[config.mk]
export PLATFORM = sky130hd
export DESIGN_NAME = acr_ctrl
export DESIGN_NICKNAME = d
export VERILOG_FILES = /design/src/rtl/acr_pkg.sv /design/src/rtl/acr_ctrl.sv
export SDC_FILE = /design/constraint.sdc
export NUM_CORES = 1
export LEC_CHECK = 0
export BUFFER_PORTS_ARGS = -buffer_cell sky130_fd_sc_hd__buf_2
export CAP_MARGIN = 20
export CORE_UTILIZATION = 50
export DETAILED_ROUTE_END_ITERATION = 10
export MAX_ROUTING_LAYER = met4
export PLACE_DENSITY = 0.81
export SYNTH_ARGS = -nofsm -noshare
export SYNTH_HDL_FRONTEND = slang
export SYNTH_SLANG_ARGS = --single-unit
[constraint.sdc]
create_clock -name SYS_CLK -period 3 [get_ports SYS_CLK]
set_input_delay 0.3 -clock SYS_CLK [delete_from_list [all_inputs] [get_ports SYS_CLK]]
set_output_delay 0.3 -clock SYS_CLK [all_outputs]
set_load 0.005 [all_outputs]
[src/rtl/acr_pkg.sv]
// package of constants and types for the adc clock and soft-reset control
package acr_pkg;
	// register indices; the byte address is four times the index
	localparam logic [7:0] ACR_IDX_CLOCK_CONFIG  = 8'h08;
	localparam logic [7:0] ACR_IDX_RESET_CONTROL = 8'h09;
	localparam int         ACR_ADDR_W            = 8;
	localparam logic [7:0] ACR_ADDR_CLOCK_CONFIG  = 8'h20;
	localparam logic [7:0] ACR_ADDR_RESET_CONTROL = 8'h24;
	// reset values
	localparam logic [7:0] ACR_CLOCK_CONFIG_RST  = 8'h20;
	localparam logic [7:0] ACR_RESET_CONTROL_RST = 8'hc0;
	// writable bit masks, reserved bits stay zero
	localparam logic [7:0] ACR_CLOCK_CONFIG_MASK  = 8'hfe;
	localparam logic [7:0] ACR_RESET_CONTROL_MASK = 8'hc0;
	// field positions
	localparam int ACR_SRC_LSB      = 6;
	localparam int ACR_OSR_DIV_LSB  = 4;
	localparam int ACR_PIN_DIV_LSB  = 2;
	localparam int ACR_LS_HALF_BIT  = 1;
	localparam int ACR_FULL_RST_BIT = 7;
	localparam int ACR_MEAS_RST_BIT = 6;
	// cycles that the measurement-path reset pulse lasts
	localparam logic [3:0] ACR_MEAS_RST_CYCLES = 4'h8;

	// oversampling clock source encodings
	typedef enum logic [1:0]
	{
		ACR_SRC_HS_QUIET = 2'b00,
		ACR_SRC_HS_PIN   = 2'b01,
		ACR_SRC_EXT      = 2'b10,
		ACR_SRC_RSVD     = 2'b11
	} acr_src_t;

	// register bus request carrier
	typedef struct packed
	{
		logic [ACR_ADDR_W-1:0] addr;
		logic [7:0]            wdata;
		logic                  wr;
		logic                  rd;
	} acr_req_t;

	// measurement reset sequencer states
	typedef enum logic [0:0]
	{
		ACR_MR_IDLE = 1'b0,
		ACR_MR_BUSY = 1'b1
	} acr_mr_state_t;
endpackage

[src/rtl/acr_ctrl.sv]
// clock selection, clock dividers and soft-reset control
//
// Function
// - bits 7:6 select oversampling clock source
// - bits 5:4 divide oversampling clock by 1..8
// - bits 3:2 divide oscillator before clock pin
// - writing 0 to bit 7 resets device
// - writing 0 to bit 6 resets measurement path
`timescale 1ns/100ps
module acr_ctrl
	import acr_pkg::*;
(
	input  wire logic                  SYS_CLK,        // 40 MHz system clock
	input  wire logic                  SYS_RST,        // async reset, active high
	input  wire logic [ACR_ADDR_W-1:0] REG_ADDR,       // register byte address
	input  wire logic [31:0]           REG_WDATA,      // write data
	input  wire logic                  REG_WR,         // write strobe
	input  wire logic                  REG_RD,         // read strobe
	output logic      [31:0]           REG_RDATA,      // read data, cycle after strobe
	input  wire logic                  HS_OSC_TICK,    // oscillator rate enable
	input  wire logic                  EXT_CLK_PIN,    // external clock pin, async
	input  wire logic                  LS_TICK,        // low-speed rate enable
	output logic                       OSR_TICK,       // oversampling clock enable
	output logic                       CLK_PIN_OUT,    // clock pin output level
	output logic                       CLK_PIN_OE,     // clock pin drive enable
	output logic                       LOW_SPEED_TICK, // low_speed_clock enable
	output logic                       SOFT_RST_ALL,   // whole-device soft reset
	output logic                       SOFT_RST_MEAS   // measurement path reset
);

	acr_req_t      req;                 // bundled bus request
	logic [7:0]    clock_config;        // clock configuration register
	logic [7:0]    reset_control;       // reset control register
	logic [7:0]    next_rdata;          // read mux value
	acr_src_t      src;                 // decoded clock source
	logic [1:0]    ext_sync;            // external clock synchroniser
	logic          ext_prev;            // last synchronised external level
	logic          ext_rise;            // external clock rising edge
	logic          src_tick;            // selected source tick
	logic [2:0]    osr_cnt;             // oversampling divider counter
	logic [2:0]    pin_cnt;             // clock pin divider counter
	logic          ls_phase;            // low-speed halving phase
	logic          full_req;            // full soft reset requested
	logic [3:0]    meas_cnt;            // measurement reset timer
	acr_mr_state_t mr_state;            // measurement reset state

	assign req = '{addr: REG_ADDR, wdata: REG_WDATA[7:0], wr: REG_WR, rd: REG_RD};
	assign src = acr_src_t'(clock_config[ACR_SRC_LSB +: 2]);

	// divider terminal test: ratio 2^code, counter wraps at ratio-1
	function automatic logic div_hit(input logic [2:0] cnt, input logic [1:0] code);
		logic [2:0] lim;
		lim = 3'((4'h1 << code) - 4'h1);
		div_hit = (cnt >= lim);
	endfunction

	// register writes; the full reset clears config back to defaults
	always_ff @(posedge SYS_CLK or posedge SYS_RST)
	begin
		if (SYS_RST)
		begin
			clock_config <= ACR_CLOCK_CONFIG_RST;
		end
		else if (full_req)
		begin
			clock_config <= ACR_CLOCK_CONFIG_RST;
		end
		else if (req.wr && req.addr == ACR_ADDR_CLOCK_CONFIG)
		begin
			clock_config <= req.wdata & ACR_CLOCK_CONFIG_MASK;
		end
	end

	// reset control bits; a zero write starts a reset, hardware restores one
	always_ff @(posedge SYS_CLK or posedge SYS_RST)
	begin
		if (SYS_RST)
		begin
			reset_control <= ACR_RESET_CONTROL_RST;
		end
		else if (full_req)
		begin
			reset_control <= ACR_RESET_CONTROL_RST;
		end
		else
		begin
			if (req.wr && req.addr == ACR_ADDR_RESET_CONTROL)
			begin
				reset_control <= req.wdata & ACR_RESET_CONTROL_MASK;
			end
			if (mr_state == ACR_MR_BUSY && meas_cnt == 4'h1)
			begin
				reset_control[ACR_MEAS_RST_BIT] <= 1'b1;
			end
		end
	end

	// full reset request: one-cycle pulse after the zero is stored
	// detect zero written
	assign full_req = ~reset_control[ACR_FULL_RST_BIT];

	always_ff @(posedge SYS_CLK or posedge SYS_RST)
	begin
		if (SYS_RST)
		begin
			SOFT_RST_ALL <= 1'b0;
		end
		else
		begin
			SOFT_RST_ALL <= full_req;
		end
	end

	// measurement reset sequencer; held for a fixed number of cycles
	always_ff @(posedge SYS_CLK or posedge SYS_RST)
	begin
		if (SYS_RST)
		begin
			mr_state <= ACR_MR_IDLE;
			meas_cnt <= 4'h0;
		end
		else if (full_req)
		begin
			mr_state <= ACR_MR_IDLE;
			meas_cnt <= 4'h0;
		end
		else
		begin
			case (mr_state)
				ACR_MR_IDLE:
				begin
					if (!reset_control[ACR_MEAS_RST_BIT])
					begin
						mr_state <= ACR_MR_BUSY;
						meas_cnt <= ACR_MEAS_RST_CYCLES;
					end
				end
				ACR_MR_BUSY:
				begin
					meas_cnt <= meas_cnt - 4'h1;
					if (meas_cnt == 4'h1)
					begin
						mr_state <= ACR_MR_IDLE;
					end
				end
				default:
				begin
					mr_state <= ACR_MR_IDLE;
				end
			endcase
		end
	end

	assign SOFT_RST_MEAS = (mr_state == ACR_MR_BUSY);

	// read data, one cycle after the strobe, zero otherwise
	always_comb
	begin
		next_rdata = 8'h00;
		if (req.addr == ACR_ADDR_CLOCK_CONFIG)
		begin
			next_rdata = clock_config;
		end
		else if (req.addr == ACR_ADDR_RESET_CONTROL)
		begin
			next_rdata = reset_control;
		end
	end

	always_ff @(posedge SYS_CLK or posedge SYS_RST)
	begin
		if (SYS_RST)
		begin
			REG_RDATA <= 32'h0000_0000;
		end
		else if (req.rd)
		begin
			REG_RDATA <= {24'h00_0000, next_rdata};
		end
		else
		begin
			REG_RDATA <= 32'h0000_0000;
		end
	end

	// external clock pin synchroniser; only stage two is examined
	always_ff @(posedge SYS_CLK or posedge SYS_RST)
	begin
		if (SYS_RST)
		begin
			ext_sync <= 2'b00;
			ext_prev <= 1'b0;
		end
		else
		begin
			ext_sync <= {ext_sync[0], EXT_CLK_PIN};
			ext_prev <= ext_sync[1];
		end
	end

	assign ext_rise = ext_sync[1] & ~ext_prev;

	// source select; reserved code picks nothing
	always_comb
	begin
		case (src)
			ACR_SRC_HS_QUIET: src_tick = HS_OSC_TICK;
			ACR_SRC_HS_PIN:   src_tick = HS_OSC_TICK;
			ACR_SRC_EXT:      src_tick = ext_rise;
			default:          src_tick = 1'b0;
		endcase
	end

	always_ff @(posedge SYS_CLK or posedge SYS_RST)
	begin
		if (SYS_RST)
		begin
			osr_cnt  <= 3'h0;
			OSR_TICK <= 1'b0;
		end
		else
		begin
			OSR_TICK <= 1'b0;
			if (src_tick)
			begin
				if (div_hit(osr_cnt, clock_config[ACR_OSR_DIV_LSB +: 2]))
				begin
					osr_cnt  <= 3'h0;
					OSR_TICK <= 1'b1;
				end
				else
				begin
					osr_cnt <= osr_cnt + 3'h1;
				end
			end
		end
	end

	// clock pin divider, output toggles so pin sees half the divided tick rate
	always_ff @(posedge SYS_CLK or posedge SYS_RST)
	begin
		if (SYS_RST)
		begin
			pin_cnt     <= 3'h0;
			CLK_PIN_OUT <= 1'b0;
			CLK_PIN_OE  <= 1'b0;
		end
		else
		begin
			// drive pin only in mode 01
			CLK_PIN_OE <= (src == ACR_SRC_HS_PIN);
			if (src != ACR_SRC_HS_PIN)
			begin
				pin_cnt     <= 3'h0;
				CLK_PIN_OUT <= 1'b0;
			end
			else if (HS_OSC_TICK)
			begin
				if (div_hit(pin_cnt, clock_config[ACR_PIN_DIV_LSB +: 2]))
				begin
					pin_cnt     <= 3'h0;
					CLK_PIN_OUT <= ~CLK_PIN_OUT;
				end
				else
				begin
					pin_cnt <= pin_cnt + 3'h1;
				end
			end
		end
	end

	always_ff @(posedge SYS_CLK or posedge SYS_RST)
	begin
		if (SYS_RST)
		begin
			ls_phase       <= 1'b0;
			LOW_SPEED_TICK <= 1'b0;
		end
		else
		begin
			LOW_SPEED_TICK <= 1'b0;
			if (LS_TICK)
			begin
				ls_phase       <= ~ls_phase;
				LOW_SPEED_TICK <= ~clock_config[ACR_LS_HALF_BIT] | ls_phase;
			end
		end
	end

endmodule // acr_ctrl

==> Flow_metrics.wiki, run 1 <==
{| class="wikitable"
! Metric !! Value
|-
| Result of the run || completed
|-
| Share of the clock period used by the worst path after layout || 65.3%
|-
| Post-detailed-route count of antenna-violating nets || 0
|-
| Vias in the first global route || 1258
|-
| Hold/Removal Path Class || input port to async pin
|-
| Total length of routed wires || 3.24 mm
|-
| Maximum level of the CTS H-tree || 2
|-
| Routed via count divided by cell count || 4.83
|-
| Total Power || 1.31 mW
|-
| RSZ-0062 raised after global routing || false
|-
| Final hold violation count || 0
|-
| Shortest period the worst path allows || 1960 ps
|-
| Post-CTS Setup Repair Bufs || 0
|-
| Gate Count Post-Synth || 185
|-
| CTS clock-pin slew for the worst setup and hold paths || 70 ps
|-
| TritonCTS sink count || 37
|-
| Wire length of the first global-routing pass || 5.51 mm
|-
| Effective utilization at floorplan || 54.0%
|-
| Fraction of layout instances using a drive strength above 1 || 23.6%
|-
| Worst path required time || 3170 ps
|-
| Cell with the largest stage delay on the worst path || sky130_fd_sc_hd__dfrtp_1
|-
| Depth of the most critical reg-to-reg path || 6
|-
| Vert. Die Dim || 63.2 um
|-
| DR vias || 1309
|-
| Net Sw Power || 393 uW
|-
| Number of fill cells || 319
|-
| Number of endpoints failing setup at the final stage || 0
|-
| Power density cells || 624 nW/um^2
|-
| Average footprint of a synthesized cell || 10.1 um^2
|-
| Total number of nets in the final design || 281
|-
| Endpoint of the worst-slack reg-to-reg timing path || CLK_PIN_OUT$_DFFE_PP0P_
|-
| Switching power share of the total || 29.9%
|-
| Floorplan die width || 63.2 um
|-
| Maximum Capacitance Violations || 0
|-
| Total clock buffers created by CTS || 5
|-
| Synth-to-Final Area Change || 12.5%
|-
| Crit-path max FO || 4
|-
| Clock Latency Late Sink || 280 ps
|-
| Top_reg_cell synth || sky130_fd_sc_hd__dfrtp_1
|-
| Antenna fix cells || 0
|-
| Share of flip-flops with an asynchronous set or reset || 100%
|-
| Netlist cell types || 35
|-
| Power Internal || 921 uW
|-
| Maximum clock skew at final layout || 5.12 ps
|-
| Top-Level Pins || 85
|-
| Synthesized flop and latch total || 37
|-
| Detailed-route DRC error count || 0
|-
| Master cell of the clock root buffer || sky130_fd_sc_hd__clkbuf_8
|-
| Buffering stage count on the worst path with inverters included || 0
|-
| Overall overflow remaining after global route || 0
|-
| Area of all placed cells without fillers || 2110 um^2
|-
| Num rows || 21
|-
| CTS Hold Buffers Added || 0
|-
| Floorplan core area || 3470 um^2
|-
| Pin count of the biggest net entering global routing || 38
|-
| Post-CTS sizing || 0
|-
| Classification of the worst setup path || flip-flop to flip-flop
|-
| GRT Resource Usage Total || 18.7%
|-
| Slowest cell delay on critical path || 410 ps
|-
| Initial antenna violation count || 0
|-
| Cell depth of the worst setup path || 6
|-
| Kind of cell adding the most delay to the critical path || simple AND/OR/NAND/NOR gates
|-
| Crit path capture type || flip-flop
|-
| Die Area || 3990 um^2
|-
| Setup slack of the most critical reg-to-reg path || 1040 ps
|-
| Nature of the critical path startpoint || flip-flop
|-
| Reg-to-reg critical path startpoint || clock_config[2]$_DFFE_PP0P_
|-
| Mapped Area || 1870 um^2
|-
| Violation count after the first detailed-route iteration || 93
|-
| Estimated wirelength of the detail-placed design || 2.40 mm
|-
| Router iterations before antenna repair || 4
|-
| Total negative slack || 0 ps
|-
| Cell Area, Placed || 2010 um^2
|-
| Power share of the combinational group || 22.4%
|-
| Final Max Tran Viols || 0
|-
| Arrival time at the worst endpoint || 2130 ps
|-
| CTS tree || done
|-
| Post-synthesis sequential area ratio || 49.6%
|-
| Number of flops mapped to enable cells by yosys || 0
|-
| Clock share of power || 28.6%
|-
| Detail-routed net length per standard cell || 11.9 um
|-
| Count of yosys warnings during synthesis || 0
|-
| Global placement routability congestion || 0.812
|-
| Post-Place Setup Slack || 1040 ps
|-
| Slack of the critical path || 1040 ps
|-
| Port-buffer cells || 35
|-
| Maximum clock path buffer count || 2
|-
| Cells traversed along the worst timing path || or2_2, ha_1, nand2b_1, a211oi_1, o21ai_1, mux2_2
|-
| Leakage || 1.16 nW
|-
| Peak supply drop || 374 uV
|-
| Relative contribution of sequential cells to total power || 49.0%
|-
| Smallest hold slack || 108 ps
|-
| F_max || 510 MHz
|}
## cells in the final DEF (no fill, tap or decap), types with 5 or more instances in the layout
master and n:
sky130_fd_sc_hd__nand2b_1 6, sky130_fd_sc_hd__a21oi_1 6, sky130_fd_sc_hd__mux2i_1 5, sky130_fd_sc_hd__o21ai_0 5
sky130_fd_sc_hd__dfrtp_1 34, sky130_fd_sc_hd__ha_1 10, sky130_fd_sc_hd__inv_1 13, sky130_fd_sc_hd__clkbuf_8 7
sky130_fd_sc_hd__nand2_1 16, sky130_fd_sc_hd__buf_2 35, sky130_fd_sc_hd__nand3_1 10, sky130_fd_sc_hd__o21ai_1 7
sky130_fd_sc_hd__conb_1 25, sky130_fd_sc_hd__nor2_1 12
## per-layer routing
layer  GRT usage [%]  share of wire (%)  routed length (um)  vias up
li1                -                  -                   -      641
met1            22.0                 44                1420      612
met2            29.4                 48                1560       51
met3            6.88                6.7                 216        5
met4            6.25                1.1                  34        0
met5               -                  0                   0        -
## final cells by class
cell class	count	area, um^2	share of cell area, %
multi-input combinational	131	787	37.4
inverter	13	48.8	2.32
timing repair buffer	36	183	8.67
tap	46	57.6	2.73
clock buffer	7	96.3	4.57
clock inverter	1	5.00	0.238
sequential	37	930	44.1
## synthesized netlist by cell type, types with 2 or more instances
library cell	count	share of area, %
sky130_fd_sc_hd__a21oi_1	6	1.6
sky130_fd_sc_hd__and2_1	3	1.0
sky130_fd_sc_hd__buf_2	2	0.53
sky130_fd_sc_hd__buf_4	24	9.6
sky130_fd_sc_hd__clkbuf_1	2	0.40
sky130_fd_sc_hd__dfrtp_1	34	45
sky130_fd_sc_hd__dfstp_2	3	4.2
sky130_fd_sc_hd__ha_1	10	6.7
sky130_fd_sc_hd__inv_1	13	2.6
sky130_fd_sc_hd__mux2i_1	5	2.7
sky130_fd_sc_hd__nand2_1	16	3.2
sky130_fd_sc_hd__nand2b_1	6	2.0
sky130_fd_sc_hd__nand3_1	10	2.7
sky130_fd_sc_hd__nand4_1	3	1.0
sky130_fd_sc_hd__nor2_1	12	2.4
sky130_fd_sc_hd__nor2b_1	2	0.67
sky130_fd_sc_hd__nor3_1	3	0.80
sky130_fd_sc_hd__o21ai_0	5	1.3
sky130_fd_sc_hd__o21ai_1	7	1.9
sky130_fd_sc_hd__or2_2	2	0.67
sky130_fd_sc_hd__xor2_1	3	1.4
## power groups by stage
| stage | Sequential (mW) | Clock (mW) | Combinational (mW) |
|---|---|---|---|
| 2_1_floorplan | 0.637 | 0 | 0.241 |
| 3_3_place_gp | 0.647 | 0 | 0.274 |
| 3_5_place_dp | 0.650 | 0 | 0.297 |
| 4_1_cts | 0.642 | 0.386 | 0.297 |
| 5_1_grt | 0.654 | 0.415 | 0.343 |
| 6_report | 0.643 | 0.376 | 0.295 |
## worst reg2reg max path: stages, from the launching register on
cell	delay (ps)
sky130_fd_sc_hd__dfrtp_1	410
sky130_fd_sc_hd__or2_2	310
sky130_fd_sc_hd__ha_1	270
sky130_fd_sc_hd__nand2b_1	170
sky130_fd_sc_hd__a211oi_1	250
sky130_fd_sc_hd__o21ai_1	140
sky130_fd_sc_hd__mux2_2	290
## sequential cells by signal, summed over array words and instances (netlist names)
| register | cells |
|---|---|
| OSR_TICK | 1 |
| clock_config | 7 |
| CLK_PIN_OUT | 1 |
| ext_sync | 2 |
| meas_cnt | 4 |
| ext_prev | 1 |
| SOFT_RST_ALL | 1 |
| REG_RDATA | 8 |
| pin_cnt | 3 |
| LOW_SPEED_TICK | 1 |
| osr_cnt | 3 |
| CLK_PIN_OE | 1 |
| ls_phase | 1 |
| reset_control | 2 |
| SOFT_RST_MEAS | 1 |
## worst max path at each step
stage	slack (ps)	startpoint	end
detailed placement	1040	clock_config[2]$_DFFE_PP0P_	CLK_PIN_OUT$_DFFE_PP0P_
finish	1040	clock_config[2]$_DFFE_PP0P_	CLK_PIN_OUT$_DFFE_PP0P_
floorplan	1210	clock_config[2]$_DFFE_PP0P_	CLK_PIN_OUT$_DFFE_PP0P_
global route	950	clock_config[2]$_DFFE_PP0P_	CLK_PIN_OUT$_DFFE_PP0P_
CTS	1030	clock_config[2]$_DFFE_PP0P_	CLK_PIN_OUT$_DFFE_PP0P_
global placement	1130	clock_config[2]$_DFFE_PP0P_	CLK_PIN_OUT$_DFFE_PP0P_
## through the flow
step,instances,util (%)
2_1_floorplan,209,-
3_3_place_gp,263,57.8
3_5_place_dp,263,57.8
4_1_cts,271,60.8
5_1_grt,271,60.8
6_report,271,60.8
## cells by family after synthesis
family,Yosys count,synth area share [%]
fa+ha+maj,10,6.68
simple gates,62,17.9
compound gates,24,7.28
buf+inv,41,13.2
mux,6,3.27
flops,37,49.6
xor+xnor,4,1.87
other cells,1,0.200
(Power assumes the default switching activity.)
==> run 2: changes to the inputs <==
Settings changed: CORE_UTILIZATION 50 to 42, PLACE_DENSITY 0.81 to 0.73.
Clock period 3 ns to 1.65 ns, I/O delays scaled along.
==> Flow_metrics.wiki, run 2 (synthesis gave the netlist of run 1 again) <==
{| class="wikitable"
! Metric !! Value
|-
| Result of the run || finished, violations left
|-
| Violations in the final reports || setup timing
|-
| Wire length of the first global-routing pass || 5.86 mm
|-
| Arrival time at the worst endpoint || 1860 ps
|-
| Final core utilization || 56.2%
|-
| Classification of the worst setup path || flip-flop to flip-flop
|-
| Post-detailed-route count of antenna-violating nets || 0
|-
| Router iterations before antenna repair || 4
|-
| CTS tree || done
|-
| Top flop regs || REG_RDATA (8), clock_config (7), meas_cnt (4)
|-
| Maximum level of the CTS H-tree || 2
|-
| Placed insts || 273
|-
| Total length of routed wires || 3.61 mm
|-
| Antenna fix cells || 0
|-
| Final Max Tran Viols || 0
|-
| Worst path required time || 1830 ps
|-
| Maximum clock skew at final layout || 8.93 ps
|-
| Synth-to-Final Area Change || 24.3%
|-
| Total clock buffers created by CTS || 5
|-
| Slack of the critical path || -33.3 ps
|-
| Maximum Capacitance Violations || 0
|-
| Estimated wirelength of the detail-placed design || 2.54 mm
|-
| Power density cells || 1200 nW/um^2
|-
| Vert. Die Dim || 68.8 um
|-
| Initial antenna violation count || 0
|-
| Effective utilization at floorplan || 45.2%
|-
| Fraction of layout instances using a drive strength above 1 || 31.9%
|-
| CTS clock-pin slew for the worst setup and hold paths || 80 ps
|-
| Total Power || 2.78 mW
|-
| RSZ-0062 raised after global routing || true
|-
| Cell Area, Placed || 2080 um^2
|-
| Port-buffer cells || 35
|-
| Die Area || 4730 um^2
|-
| Clock Latency Late Sink || 290 ps
|-
| TritonCTS sink count || 37
|-
| Leading cell types in the layout, fill and taps excluded || sky130_fd_sc_hd__buf_2 (35), sky130_fd_sc_hd__dfrtp_1 (34), sky130_fd_sc_hd__conb_1 (25)
|-
| Hold/Removal Path Class || input port to flip-flop
|-
| Top-Level Pins || 85
|-
| Crit path capture type || flip-flop
|-
| Routed via count divided by cell count || 4.79
|-
| Detail-routed net length per standard cell || 12.7 um
|-
| Leakage || 1.25 nW
|-
| Detailed-route DRC error count || 0
|-
| Violation count after the first detailed-route iteration || 72
|-
| Number of endpoints failing setup at the final stage || 2
|-
| GRT Resource Usage Total || 18.0%
|-
| Maximum clock path buffer count || 2
|-
| Shortest period the worst path allows || 1680 ps
|-
| Smallest hold slack || 66.3 ps
|-
| Nature of the critical path startpoint || flip-flop
|-
| Num rows || 23
|-
| Total negative slack || -58.1 ps
|-
| Peak supply drop || 648 uV
|-
| Post-Layout Cell Count || 285
|-
| Biggest register || REG_RDATA
|-
| Share of the clock period used by the worst path after layout || 102%
|-
| Floorplan core area || 4140 um^2
|-
| Pin count of the biggest net entering global routing || 38
|-
| Master cell of the clock root buffer || sky130_fd_sc_hd__clkbuf_8
|-
| Number of flip-flops in the largest register || 8
|-
| Floorplan die width || 68.8 um
|-
| Most common library cell in the layout ignoring fill and taps || sky130_fd_sc_hd__buf_2
|-
| Final hold violation count || 0
|-
| Area of all placed cells without fillers || 2330 um^2
|-
| DR vias || 1365
|-
| Overall overflow remaining after global route || 0
|-
| Vias in the first global route || 1292
|-
| Crit-path max FO || 2
|-
| Global placement routability congestion || 0.751
|-
| Total number of nets in the final design || 291
|-
| Post-Place Setup Slack || -127 ps
|-
| F_max || 594 MHz
|}
[run 2: cell types whose count changed in the layout (fill, tap and decap cells not counted), sizes merged]
cell / change
bufinv: +1
clkinv: -1
buf: +8
dlygate4sd3: +2
[run 2: final timing paths]
| path | from | to | slack [ps] | cells after the start |
|---|---|---|---|---|
| worst max-delay path | clock_config[2]$_DFFE_PP0P_ | CLK_PIN_OUT$_DFFE_PP0P_ | -30 | 6 |
| worst min-delay path | REG_WR | reset_control[7]$_DFF_PP1_ | 70 | 2 |
| worst max register to register | clock_config[2]$_DFFE_PP0P_ | CLK_PIN_OUT$_DFFE_PP0P_ | -30 | 6 |
| worst min register to register | ext_sync[0]$_DFF_PP0_ | ext_sync[1]$_DFF_PP0_ | 360 | 0 |
| max in group asynchronous | SYS_RST | reset_control[6]$_DFFE_PP1P_ | 770 | 4 |
| min in group asynchronous | SYS_RST | REG_RDATA[4]$_DFF_PP0_ | 530 | 4 |
[run 2: timing repair]
action	in CTS	in global routing
endpoints found under the hold margin	35	0
hold buffers	2	0
pin swaps	5	3
endpoints found under the setup margin	4	5
setup buffers	1	1
resized for setup	10	8
[run 2: layout make-up]
type                            count  area, um^2
Fill cell                         385        1820
Sequential cell                    37         930
Tap cell                           50        62.6
Inverter                           13        48.8
Multi-Input combinational cell    131         901
Clock buffer                        7        86.3
Timing Repair Buffer               46         270
Clock inverter                      1        30.0
[run 2: report_power, final]
| part | switching, mW | leakage [nW] | total, mW | internal [mW] |
|---|---|---|---|---|
| Combinational | 0.381 | 0.712 | 0.792 | 0.411 |
| Clock | 0.318 | 0.0585 | 0.811 | 0.493 |
| Sequential | 0.138 | 0.476 | 1.18 | 1.04 |
| Total | 0.837 | 1.25 | 2.78 | 1.95 |
[run 2: critical path, stage by stage, from the launching register on]
cell                       delay (ps)
sky130_fd_sc_hd__dfrtp_1          380
sky130_fd_sc_hd__or2_4            260
sky130_fd_sc_hd__ha_4             260
sky130_fd_sc_hd__nand2b_4         110
sky130_fd_sc_hd__a211oi_2          60
sky130_fd_sc_hd__o21ai_2          150
sky130_fd_sc_hd__mux2_2           350
[run 2: routing by layer]
metal	track usage [%]	up-vias	wire length [um]
met1	20.9	653	1520
li1	-	662	-
met2	29.5	46	1870
met3	4.11	4	172
met5	-	-	0
met4	8.42	0	48
==> run 3: changes to the inputs <==
Settings changed: CORE_UTILIZATION 42 to 33, CTS_BUF_LIST from default to sky130_fd_sc_hd__clkbuf_8, PLACE_DENSITY 0.73 to 0.59.
==> Flow_metrics.wiki, run 3 (synthesis gave the netlist of run 1 again) <==
{| class="wikitable"
! Metric !! Value
|-
| Result of the run || finished, violations left
|-
| Violations in the final reports || setup timing
|-
| Most common library cell in the layout ignoring fill and taps || sky130_fd_sc_hd__buf_2
|-
| Buffering stage count on the worst path with inverters included || 0
|-
| Endpoint of the worst-slack reg-to-reg timing path || CLK_PIN_OUT$_DFFE_PP0P_
|-
| Classification of the worst setup path || flip-flop to flip-flop
|-
| Start point of the worst min-delay path || LS_TICK
|-
| Crit-path max FO || 2
|-
| Setup slack of the most critical reg-to-reg path || -30 ps
|-
| Initial antenna violation count || 0
|-
| Biggest register || REG_RDATA
|-
| GRT Resource Usage Total || 13.4%
|-
| Clock Latency Late Sink || 290 ps
|-
| Post-Layout Cell Count || 311
|-
| Leakage || 1.24 nW
|-
| DR vias || 1347
|-
| Fraction of layout instances using a drive strength above 1 || 32.6%
|-
| Total length of routed wires || 3.56 mm
|-
| Reg-to-reg critical path startpoint || clock_config[2]$_DFFE_PP0P_
|-
| Post-detailed-route count of antenna-violating nets || 0
|-
| Num rows || 27
|-
| Depth of the most critical reg-to-reg path || 6
|-
| Power share of the combinational group || 29.3%
|-
| Routed via count divided by cell count || 4.33
|-
| Maximum Capacitance Violations || 0
|-
| Net Sw Power || 814 uW
|-
| F_max || 594 MHz
|-
| Number of flip-flops in the largest register || 8
|-
| Vias in the first global route || 1229
|-
| Maximum clock skew at final layout || 10.4 ps
|-
| Port-buffer cells || 35
|-
| Final hold violation count || 0
|-
| Top-Level Pins || 85
|-
| Leading cell types in the layout, fill and taps excluded || sky130_fd_sc_hd__buf_2 (35), sky130_fd_sc_hd__dfrtp_1 (34), sky130_fd_sc_hd__conb_1 (25)
|-
| Floorplan core area || 5470 um^2
|-
| Vert. Die Dim || 77.3 um
|-
| Arrival time at the worst endpoint || 1860 ps
|-
| Worst path required time || 1820 ps
|-
| Top flop regs || REG_RDATA (8), clock_config (7), meas_cnt (4)
|-
| Number of endpoints failing setup at the final stage || 4
|-
| Depth of the worst hold-timing path || 2
|-
| Slowest cell delay on critical path || 380 ps
|-
| Detailed-route DRC error count || 0
|-
| Shortest period the worst path allows || 1680 ps
|-
| Die Area || 5980 um^2
|-
| Total clock buffers created by CTS || 5
|-
| Overall overflow remaining after global route || 0
|-
| Number of fill cells || 590
|-
| Router iterations before antenna repair || 4
|-
| Clock share of power || 24.4%
|-
| Placed insts || 298
|-
| Cell with the largest stage delay on the worst path || sky130_fd_sc_hd__dfrtp_1
|-
| Peak supply drop || 408 uV
|-
| Power Internal || 1.72 mW
|-
| Slack of the critical path || -34.8 ps
|-
| Antenna fix cells || 0
|-
| Maximum level of the CTS H-tree || 2
|-
| Maximum clock path buffer count || 2
|-
| Relative contribution of sequential cells to total power || 46.3%
|-
| Cells traversed along the worst timing path || or2_4, ha_4, nand2b_4, a211oi_2, o21ai_2, mux2_4
|-
| Floorplan die width || 77.3 um
|-
| Hold/Removal Path Class || input port to flip-flop
|-
| Detail-routed net length per standard cell || 11.4 um
|-
| Master cell of the clock root buffer || sky130_fd_sc_hd__clkbuf_8
|-
| CTS clock-pin slew for the worst setup and hold paths || 80 ps
|-
| CTS tree || done
|-
| Cell Area, Placed || 2130 um^2
|-
| Switching power share of the total || 32.1%
|-
| Synth-to-Final Area Change || 24.8%
|-
| Wire length of the first global-routing pass || 5.96 mm
|-
| Effective utilization at floorplan || 34.2%
|-
| TritonCTS sink count || 37
|-
| Kind of cell adding the most delay to the critical path || simple AND/OR/NAND/NOR gates
|-
| RSZ-0062 raised after global routing || true
|-
| Total number of nets in the final design || 295
|-
| Share of the clock period used by the worst path after layout || 102%
|-
| Global placement routability congestion || 0.705
|-
| Final Max Tran Viols || 0
|-
| Area of all placed cells without fillers || 2340 um^2
|-
| Destination of the worst hold path || ls_phase$_DFFE_PP0P_
|-
| Crit path capture type || flip-flop
|-
| Nature of the critical path startpoint || flip-flop
|-
| Pin count of the biggest net entering global routing || 38
|-
| Violation count after the first detailed-route iteration || 56
|-
| Estimated wirelength of the detail-placed design || 2.46 mm
|-
| Power density cells || 1080 nW/um^2
|}
[run 3: final cells by class]
| cell class | count | area [um^2] | share of cell area, % |
|---|---|---|---|
| flip-flops and latches | 37 | 930 | 39.8 |
| multi-input cells | 131 | 890 | 38.1 |
| repair buffers | 50 | 293 | 12.5 |
| well taps | 72 | 90.1 | 3.85 |
| clock buffers | 5 | 68.8 | 2.94 |
| inverters | 13 | 48.8 | 2.09 |
| clock inverters | 3 | 17.5 | 0.749 |
[run 3: repair_timing]
action	4_1_cts	5_1_grt
resized for setup	10	5
setup buffers	2	1
hold buffers	2	0
pin swaps	4	1
endpoints found under the hold margin	22	0
endpoints found under the setup margin	4	5
[run 3: routing by layer]
metal | global-route usage [%] | vias to the layer above | wire length [um]
met5 | - | - | 0
met4 | 5.09 | 0 | 22
met3 | 3.65 | 2 | 193
met2 | 19.6 | 37 | 1720
met1 | 17.7 | 638 | 1620
li1 | - | 670 | -
[run 3: power by group through the flow]
stage / registers, mW / clock network [mW] / logic (mW)
floorplan: 1.16 / 0 / 0.447
global placement: 1.18 / 0 / 0.549
detailed placement: 1.18 / 0 / 0.576
CTS: 1.17 / 0.647 / 0.702
global route: 1.19 / 0.682 / 0.862
finish: 1.17 / 0.619 / 0.742
[run 3: metrics by stage]
step	hold WS (ps)	TNS, ps	power, mW	setup slack, ps	util [%]
6_report	68.4	-71.0	2.53	-34.8	42.7
5_1_grt	65.1	-358	2.74	-91.7	42.7
4_1_cts	57.6	-72.4	2.52	-40.0	42.2
3_5_place_dp	274	-222	1.75	-121	39.0
3_3_place_gp	280	-133	1.73	-77.6	39.0
2_1_floorplan	196	-56.0	1.61	-56.0	-
[run 3: worst max-delay path by stage]
stage          slack, ps                   startpoint  depth (start not counted)                      end
6_report             -30  clock_config[2]$_DFFE_PP0P_                          6  CLK_PIN_OUT$_DFFE_PP0P_
5_1_grt              -90  clock_config[5]$_DFFE_PP1P_                          7   osr_cnt[1]$_DFFE_PP0P_
4_1_cts              -40  clock_config[2]$_DFFE_PP0P_                          6  CLK_PIN_OUT$_DFFE_PP0P_
3_5_place_dp        -120  clock_config[5]$_DFFE_PP1P_                          6   osr_cnt[2]$_DFFE_PP0P_
3_3_place_gp         -80  clock_config[2]$_DFFE_PP0P_                          6  CLK_PIN_OUT$_DFFE_PP0P_
2_1_floorplan        -60  clock_config[2]$_DFFE_PP0P_                          6  CLK_PIN_OUT$_DFFE_PP0P_
